File: config.mk
export PLATFORM = sky130hd
export DESIGN_NAME = ssc_top
export DESIGN_NICKNAME = d
export VERILOG_FILES = /design/src/rtl/ssc_pkg.sv /design/src/rtl/ssc_rev_counter.sv /design/src/rtl/ssc_top.sv
export SDC_FILE = /design/constraint.sdc
export NUM_CORES = 1
export LEC_CHECK = 0
export ABC_AREA = 1
export BUFFER_PORTS_ARGS = -buffer_cell sky130_fd_sc_hd__buf_2
export CAP_MARGIN = 20
export CORE_UTILIZATION = 45
export DETAILED_ROUTE_END_ITERATION = 8
export PLACE_DENSITY = 0.71
export SYNTH_ARGS = -nofsm -noshare
export SYNTH_HDL_FRONTEND = slang
export SYNTH_HIERARCHICAL = 1
export SYNTH_SLANG_ARGS = --single-unit
File: constraint.sdc
create_clock -name I_CORE_CLK -period 5.5 [get_ports I_CORE_CLK]
set_clock_uncertainty 0.05 [all_clocks]
set_input_delay 0.825 -clock I_CORE_CLK [delete_from_list [all_inputs] [get_ports I_CORE_CLK]]
set_output_delay 0.825 -clock I_CORE_CLK [all_outputs]
set_load 0.1 [all_outputs]
File: src/rtl/ssc_pkg.sv
// Purpose: shared constants and carriers for the stop and absolute position control
// Assumes: one 50 MHz clock, control-mode code supplied by configuration logic
// Notes:   control-mode codes are a plain local encoding
package ssc_pkg;
  // control mode codes
  localparam logic [2:0] CTL_POSITION   = 3'h0;
  localparam logic [2:0] CTL_SPEED      = 3'h1;
  localparam logic [2:0] CTL_TORQUE     = 3'h2;
  localparam logic [2:0] CTL_POS_SPEED  = 3'h3;
  localparam logic [2:0] CTL_SPD_TORQUE = 3'h4;
  localparam logic [2:0] CTL_TRQ_SPEED  = 3'h5;
  // alarm code raised by an open emergency stop
  localparam logic [7:0] ESTOP_ALARM_CODE = 8'he6;
  localparam logic [7:0] NO_ALARM_CODE    = 8'h00;
  // configuration digit position, parameter three bits [15:12]
  localparam int ABS_DIGIT_LSB = 12;
  localparam logic [3:0] ABS_DIGIT_ABS = 4'h1;
  localparam logic [3:0] ABS_DIGIT_INC = 4'h0;
  // revolution range either side of home
  localparam logic signed [16:0] REV_LIMIT = 17'sh07fff;
  localparam int ENC_BITS_DEF = 17;

  typedef enum logic [3:0] {
    ST_RUN   = 4'h1,
    ST_COAST = 4'h2,
    ST_BRAKE = 4'h4,
    ST_IDLE  = 4'h8
  } ssc_stop_type;

  typedef struct packed {
    logic servo_on;
    logic estop_closed;
    logic alarm;
    logic jog_req;
  } ssc_cmd_type;

  typedef struct packed {
    logic       drive_en;
    logic       dyn_brake;
    logic       jog_en;
    logic       abs_mode;
    logic       abs_refused;
    logic       estop_alarm;
    logic [7:0] estop_alarm_code;
  } ssc_stat_type;
endpackage

File: src/rtl/ssc_rev_counter.sv
// Purpose: cumulative revolution counter for the absolute position
// Assumes: wrap and direction pulses are one cycle, from the encoder front end
// Notes:   saturates at plus/minus REV_LIMIT; ignores wrap pulses when not enabled
`timescale 1ns/100ps
module ssc_rev_counter
  import ssc_pkg::*;
(
  input  wire logic               i_clk,
  input  wire logic               i_reset_n,
  input  wire logic               i_en,
  input  wire logic               i_clear,
  input  wire logic               i_wrap_up,
  input  wire logic               i_wrap_dn,
  input  wire logic signed [16:0] i_load_val,
  input  wire logic               i_load,
  output logic signed [16:0]      o_count,
  output logic                    o_overflow
);
  typedef struct packed {
    logic signed [16:0] cnt;
    logic               ovf;
  } ssc_rc_type;

  ssc_rc_type s_q;
  ssc_rc_type s_d;

  always_comb begin
    s_d = s_q;
    if (i_clear) begin
      s_d.cnt = '0;
      s_d.ovf = 1'b0;
    end else if (i_load) begin
      s_d.cnt = i_load_val;
    end else if (i_en && i_wrap_up && !i_wrap_dn) begin
      if (s_q.cnt == REV_LIMIT) begin
        s_d.ovf = 1'b1;
      end else begin
        s_d.cnt = s_q.cnt + 17'sh00001;
      end
    end else if (i_en && i_wrap_dn && !i_wrap_up) begin
      if (s_q.cnt == -REV_LIMIT) begin
        s_d.ovf = 1'b1;
      end else begin
        s_d.cnt = s_q.cnt - 17'sh00001;
      end
    end
  end

  always_ff @(posedge i_clk or negedge i_reset_n) begin
    if (!i_reset_n) begin
      s_q <= '0;
    end else begin
      s_q <= s_d;
    end
  end

  assign o_count    = s_q.cnt;
  assign o_overflow = s_q.ovf;
endmodule

File: src/rtl/ssc_top.sv
// Purpose: stop-pattern selection and absolute position mode control of a servo amplifier
// Assumes: inputs synchronous to I_CORE_CLK; backup store kept alive by external battery
// Notes:   backup count is restored from I_BACKUP_* after reset, saved via O_BACKUP_*
// Notes on behaviour
// - servo-on off: drive off, motor coasts
// - alarm: drive off, dynamic brake on
// - estop open: drive off, brake, alarm code
// - config digit 1 absolute, 0 incremental
// - no absolute in speed, torque, switch-over
// - jog inhibited while absolute selected
// - position is revolutions plus single-turn angle
// - revolution count spans plus/minus 32767
// - home retained across power cycles
`timescale 1ns/100ps
module ssc_top
  import ssc_pkg::*;
#(
  parameter int ENC_BITS = ENC_BITS_DEF
)
(
  input  wire logic                  I_CORE_CLK,
  input  wire logic                  I_RESET_N,
  input  wire ssc_pkg::ssc_cmd_type  I_CMD,
  input  wire logic                  I_FWD_ROTATION_SELECT,
  input  wire logic                  I_REV_ROTATION_SELECT,
  input  wire logic [15:0]           I_CONFIG_PARAM3,
  input  wire logic [2:0]            I_CONTROL_MODE,
  input  wire logic [ENC_BITS-1:0]   I_ENC_POS,
  input  wire logic                  I_ENC_WRAP_UP,
  input  wire logic                  I_ENC_WRAP_DN,
  input  wire logic                  I_HOME_SET,
  input  wire logic                  I_BACKUP_VALID,
  input  wire logic signed [16:0]    I_BACKUP_COUNT,
  output ssc_pkg::ssc_stat_type      O_STAT,
  output logic [16+ENC_BITS:0]       O_ABS_POS,
  output logic                       O_HOMED,
  output logic                       O_REV_OVERFLOW,
  output logic                       O_BACKUP_WR,
  output logic signed [16:0]         O_BACKUP_COUNT,
  output logic [1:0]                 O_ROT_DIR
);
  import ssc_pkg::*;

  initial begin
    if (ENC_BITS < 1 || ENC_BITS > 24) begin
      $error("ENC_BITS out of range");
    end
  end

  typedef struct packed {
    ssc_stop_type          st;
    ssc_stat_type          stat;
    logic [16+ENC_BITS:0]  abs_pos;
    logic                  homed;
    logic                  restored;
    logic                  bk_wr;
    logic signed [16:0]    bk_cnt;
    logic [1:0]            dir;
  } ssc_state_type;

  ssc_state_type s_q;
  ssc_state_type s_d;

  logic               abs_sel;
  logic               mode_ok;
  logic               abs_on;
  logic signed [16:0] rev_cnt;
  logic               rev_ovf;
  logic               do_load;

  assign abs_sel = (I_CONFIG_PARAM3[ABS_DIGIT_LSB +: 4] == ABS_DIGIT_ABS);
  // only plain position control allows absolute
  assign mode_ok = (I_CONTROL_MODE == CTL_POSITION);
  assign abs_on  = abs_sel && mode_ok;
  // restore saved count once after reset
  assign do_load = !s_q.restored && I_BACKUP_VALID && abs_on;

  ssc_rev_counter u_rev (
    .i_clk      (I_CORE_CLK),
    .i_reset_n  (I_RESET_N),
    .i_en       (abs_on),
    .i_clear    (I_HOME_SET && abs_on),
    .i_wrap_up  (I_ENC_WRAP_UP),
    .i_wrap_dn  (I_ENC_WRAP_DN),
    .i_load_val (I_BACKUP_COUNT),
    .i_load     (do_load),
    .o_count    (rev_cnt),
    .o_overflow (rev_ovf)
  );

  always_comb begin
    s_d = s_q;
    s_d.bk_wr = 1'b0;
    s_d.restored = 1'b1;
    if (!I_CMD.estop_closed || I_CMD.alarm) begin
      s_d.st = ST_BRAKE;
    end else if (!I_CMD.servo_on) begin
      s_d.st = ST_COAST;
    end else begin
      s_d.st = ST_RUN;
    end
    case (s_d.st)
      ST_RUN: begin
        s_d.stat.drive_en  = 1'b1;
        s_d.stat.dyn_brake = 1'b0;
      end
      ST_COAST: begin
        s_d.stat.drive_en  = 1'b0;
        s_d.stat.dyn_brake = 1'b0;
      end
      ST_BRAKE: begin
        s_d.stat.drive_en  = 1'b0;
        s_d.stat.dyn_brake = 1'b1;
      end
      default: begin
        s_d.stat.drive_en  = 1'b0;
        s_d.stat.dyn_brake = 1'b1;
      end
    endcase
    s_d.stat.estop_alarm      = !I_CMD.estop_closed;
    s_d.stat.estop_alarm_code = I_CMD.estop_closed ? NO_ALARM_CODE : ESTOP_ALARM_CODE;
    s_d.stat.abs_mode    = abs_on;
    s_d.stat.abs_refused = abs_sel && !mode_ok;
    s_d.stat.jog_en = I_CMD.jog_req && !abs_sel && !I_CMD.alarm && I_CMD.estop_closed;
    // direction request, both or neither means no torque demand
    s_d.dir = {I_REV_ROTATION_SELECT, I_FWD_ROTATION_SELECT};
    if (I_FWD_ROTATION_SELECT == I_REV_ROTATION_SELECT) begin
      s_d.dir = 2'h0;
    end
    s_d.abs_pos = abs_on ? {rev_cnt, I_ENC_POS} : '0;
    // home marker set by restore or home set; count kept in backup store
    if (do_load) begin
      s_d.homed = 1'b1;
    end
    if (I_HOME_SET && abs_on) begin
      s_d.homed = 1'b1;
    end
    if (abs_on && s_q.homed && (rev_cnt != s_q.bk_cnt)) begin
      s_d.bk_wr  = 1'b1;
      s_d.bk_cnt = rev_cnt;
    end
  end

  always_ff @(posedge I_CORE_CLK or negedge I_RESET_N) begin
    if (!I_RESET_N) begin
      s_q      <= '0;
      s_q.st   <= ST_IDLE;
      s_q.stat.dyn_brake <= 1'b1;
    end else begin
      s_q <= s_d;
    end
  end

  assign O_STAT         = s_q.stat;
  assign O_ABS_POS      = s_q.abs_pos;
  assign O_HOMED        = s_q.homed;
  assign O_REV_OVERFLOW = rev_ovf;
  assign O_BACKUP_WR    = s_q.bk_wr;
  assign O_BACKUP_COUNT = s_q.bk_cnt;
  assign O_ROT_DIR      = s_q.dir;
endmodule

==> impl_metrics.env <==
export IMPL_outcome="finished clean"
export IMPL_dpl_cell_area_mm2=0.00544
export IMPL_hold_violations=0
export IMPL_avgSynthCellArea_um2=7.17
export IMPL_area_growth_pct=10.4
export IMPL_post_layout_nonfiller_instances=934
export IMPL_grt_use_total_pct=19.6
export IMPL_worst_r2r_startpoint="u_rev/o_count[0]$_DFFE_PN0P_"
export IMPL_clk_pin_slew_ns=0.06
export IMPL_cp_arrival_ns=3.44
export IMPL_initial_core_util_pct=46.1
export IMPL_timing_final_crit_share_pct=58.6
export IMPL_fmax_mhz=311
export IMPL_antenna_found_initial=0
export IMPL_path_delay_family="simple AND/OR/NAND/NOR gates"
export IMPL_maxSlewViolCount=0
export IMPL_grt_max_degree=81
export IMPL_max_stage_delay_ns=0.54
export IMPL_clockBufferDepth=2
export IMPL_nets=869
export IMPL_cp_end_kind="register"
export IMPL_drt_vias_per_instance=4.68
export IMPL_setup_viol=0
export IMPL_cts_resized=0
export IMPL_regArea_mm2=0.00200
export IMPL_grt_pass1_vias=3931
export IMPL_reg2reg_setup_slack_ns=3.35
export IMPL_fillers=1104
export IMPL_crit_top_cell="nand2_1"
export IMPL_powerDensity_mw_per_mm2=390
export IMPL_design_area_mm2=0.00579
export IMPL_grt_pass1_wl_um=18100
export IMPL_p_leak_nw=3.49
export IMPL_ir_drop_mv=0.256
export IMPL_cts_tree="done"
export IMPL_drv_cap=0
export IMPL_drtAntennaViolNets=0
export IMPL_cts_sinks=80
export IMPL_crit_fanout=20
export IMPL_die_w_um=110
export IMPL_worst_path_buf_inv=3
export IMPL_hpwl_um=8360
export IMPL_synth_edf_count=0
export IMPL_multi_input_area_mm2=0.00220
export IMPL_post_cts_setup_buffers=0
export IMPL_rows=39
export IMPL_worstMarginPinSlew_ns=0.740
export IMPL_netlist_area_leader_share_pct=37.7
export IMPL_ys_async_sr_fraction_pct=100
export IMPL_setup_ws_ns=2.28
export IMPL_cts_root_buf="clkbuf_16"
export IMPL_startpoint_type="primary input"
export IMPL_vias=4371
export IMPL_fin_setup_tns_ns=0
export IMPL_synth_area_leaders="dfrtp_1, nand2_1, buf_4, inv_1, nor2_1"
export IMPL_yosys_area_top_type="dfrtp_1"
export IMPL_criticalPathCategory="in -> reg"
export IMPL_finalCriticalPeriod_ns=3.22
export IMPL_fin_hold_ws_ns=0.329
export IMPL_first_iter_violations=288
export IMPL_drc=0
export IMPL_yosysSeqAreaShare_pct=38.2
export IMPL_synthCells=731
export IMPL_pin_count=135
export IMPL_synth_area_mm2=0.00524
export IMPL_yosysMostFrequentCell="nand2_1"
export IMPL_synth_flop_cell="dfrtp_1"
export IMPL_grt_overflow_total=0
export IMPL_coreArea_mm2=0.0114
export IMPL_rsz0062_at_grt="false"
export IMPL_worstSkewPairLatency_ns=0.33
export IMPL_synth_seq_cells=80
export IMPL_drt_wl_total_um=11400
export IMPL_dp_slack_ns=2.01
export IMPL_place_congestion=0.913
export IMPL_antennaDiodeCount=0
export IMPL_slew_headroom_pct=50.5
export IMPL_path_cells="buf_2 -> nor3_2 -> nand2_2 -> inv_1 -> nand3_2 -> ha_1 -> nand2_1 -> inv_1 -> a21oi_1 -> nand2_1 -> nand2_1 -> nand2_1 -> o21ai_0 -> nand2_1 -> nand2_1"
export IMPL_crit_slowest_cell="ha_1"
export IMPL_htreeDepth=3
export IMPL_dieArea_mm2=0.0121
export IMPL_hold_buffers=0
export IMPL_yosys_warnings=6
export IMPL_synth_cell_types=39
export IMPL_post_drt_wl_per_cell_um=12.2
export IMPL_r2r_cells=12
export IMPL_fp_dieH_um=110
export IMPL_place_inst=918
export IMPL_drive_above_1_share_pct=21.7
export IMPL_numCtsBuffers=9
export IMPL_cp_required_ns=5.72
export IMPL_r2r_end="u_rev/o_count[16]$_DFFE_PN0P_"
export IMPL_hp_class="in -> async"
export IMPL_dr_pass1_iters=6
export IMPL_port_buffers=119
export IMPL_synth_top_cells_by_count="nand2_1, inv_1, nor2_1"
-- routing by layer --
layer | wire length, um | track usage [%]
met5 | 0 | 0
met4 | 119 | 7.90
met3 | 789 | 2.90
met2 | 5360 | 33.9
met1 | 5090 | 24.3
-- report_power, final --
part | internal [mW] | switching [mW]
combinational | 0.281 | 0.599
clock | 0.419 | 0.223
sequential | 0.638 | 0.0982
total | 1.34 | 0.920
-- placed cells by master, fill, tap and decap left out, drive strengths merged --
cell	n
nand2	220
buf	121
inv	121
nor2	109
dfrtp	79
nand3	48
ha	16
o21ai	15
a21oi	15
clkbuf	12
xnor2	7
nand4	5
conb	4
and2	4
nor3	3
bufinv	2
dfstp	1
or2	1
clkinv	1
nand3b	1
o21bai	1
a21boi	1
and3	1
xor2	1
o211ai	1
fa	1
-- kinds of logic after synthesis --
family	after synthesis	share of synthesized area, %
adders and majority gates	17	4.20
AOI/OAI and AO/OA	33	4.01
xor gates and xnor gates	8	1.34
DFF	80	38.2
buffers and inverters	199	20.0
other	2	0.143
and+or+nand+nor	392	32.1
-- metrics by stage --
| step | util (%) | power, mW |
|---|---|---|
| 6_report | 50.9 | 2.26 |
| 5_1_grt | 50.9 | 2.42 |
| 4_1_cts | 50.7 | 2.26 |
| 3_5_place_dp | 47.8 | 1.61 |
| 2_1_floorplan | - | 1.44 |
| 3_3_place_gp | 47.8 | 1.60 |
-- state kept, by name, indices dropped and copies added, names as in the netlist, 2 cells and up --
name	cells
O_STAT	6
O_ROT_DIR	2
u_rev/o_count	17
O_ABS_POS	34
O_BACKUP_COUNT	17
-- worst reg2reg max path, delay by kind of cell (launching register included) --
kind                       cells  cell delay, ns
DFF                            1            0.53
and+or+nand+nor                8            0.65
adders and majority gates      1            0.45
buffers and inverters          2            0.28
AOI/OAI and AO/OA              1            0.07
-- worst max-delay path by stage --
stage / from / end / slack, ns / cells past startpoint
2_1_floorplan: I_CONTROL_MODE[1] / u_rev/o_count[9]$_DFFE_PN0P_ / 2.58 / 16
3_3_place_gp: I_CONTROL_MODE[1] / u_rev/o_count[7]$_DFFE_PN0P_ / 2.02 / 15
3_5_place_dp: I_CONTROL_MODE[1] / u_rev/o_count[7]$_DFFE_PN0P_ / 2.01 / 15
4_1_cts: I_CONTROL_MODE[1] / u_rev/o_count[7]$_DFFE_PN0P_ / 2.34 / 15
5_1_grt: I_CONFIG_PARAM3[15] / u_rev/o_count[7]$_DFFE_PN0P_ / 2.05 / 17
6_report: I_CONTROL_MODE[1] / u_rev/o_count[7]$_DFFE_PN0P_ / 2.28 / 15
-- layout make-up --
cell class                 instances  area share [%]
multi-input combinational        454            38.0
clock inverter                     3            1.12
inverter                         121            7.85
clock buffer                      12            4.43
timing repair buffer             121            10.9
sequential                        80            34.6
tap                              143            3.09
No activity file was read; power rests on OpenSTA's default activity.
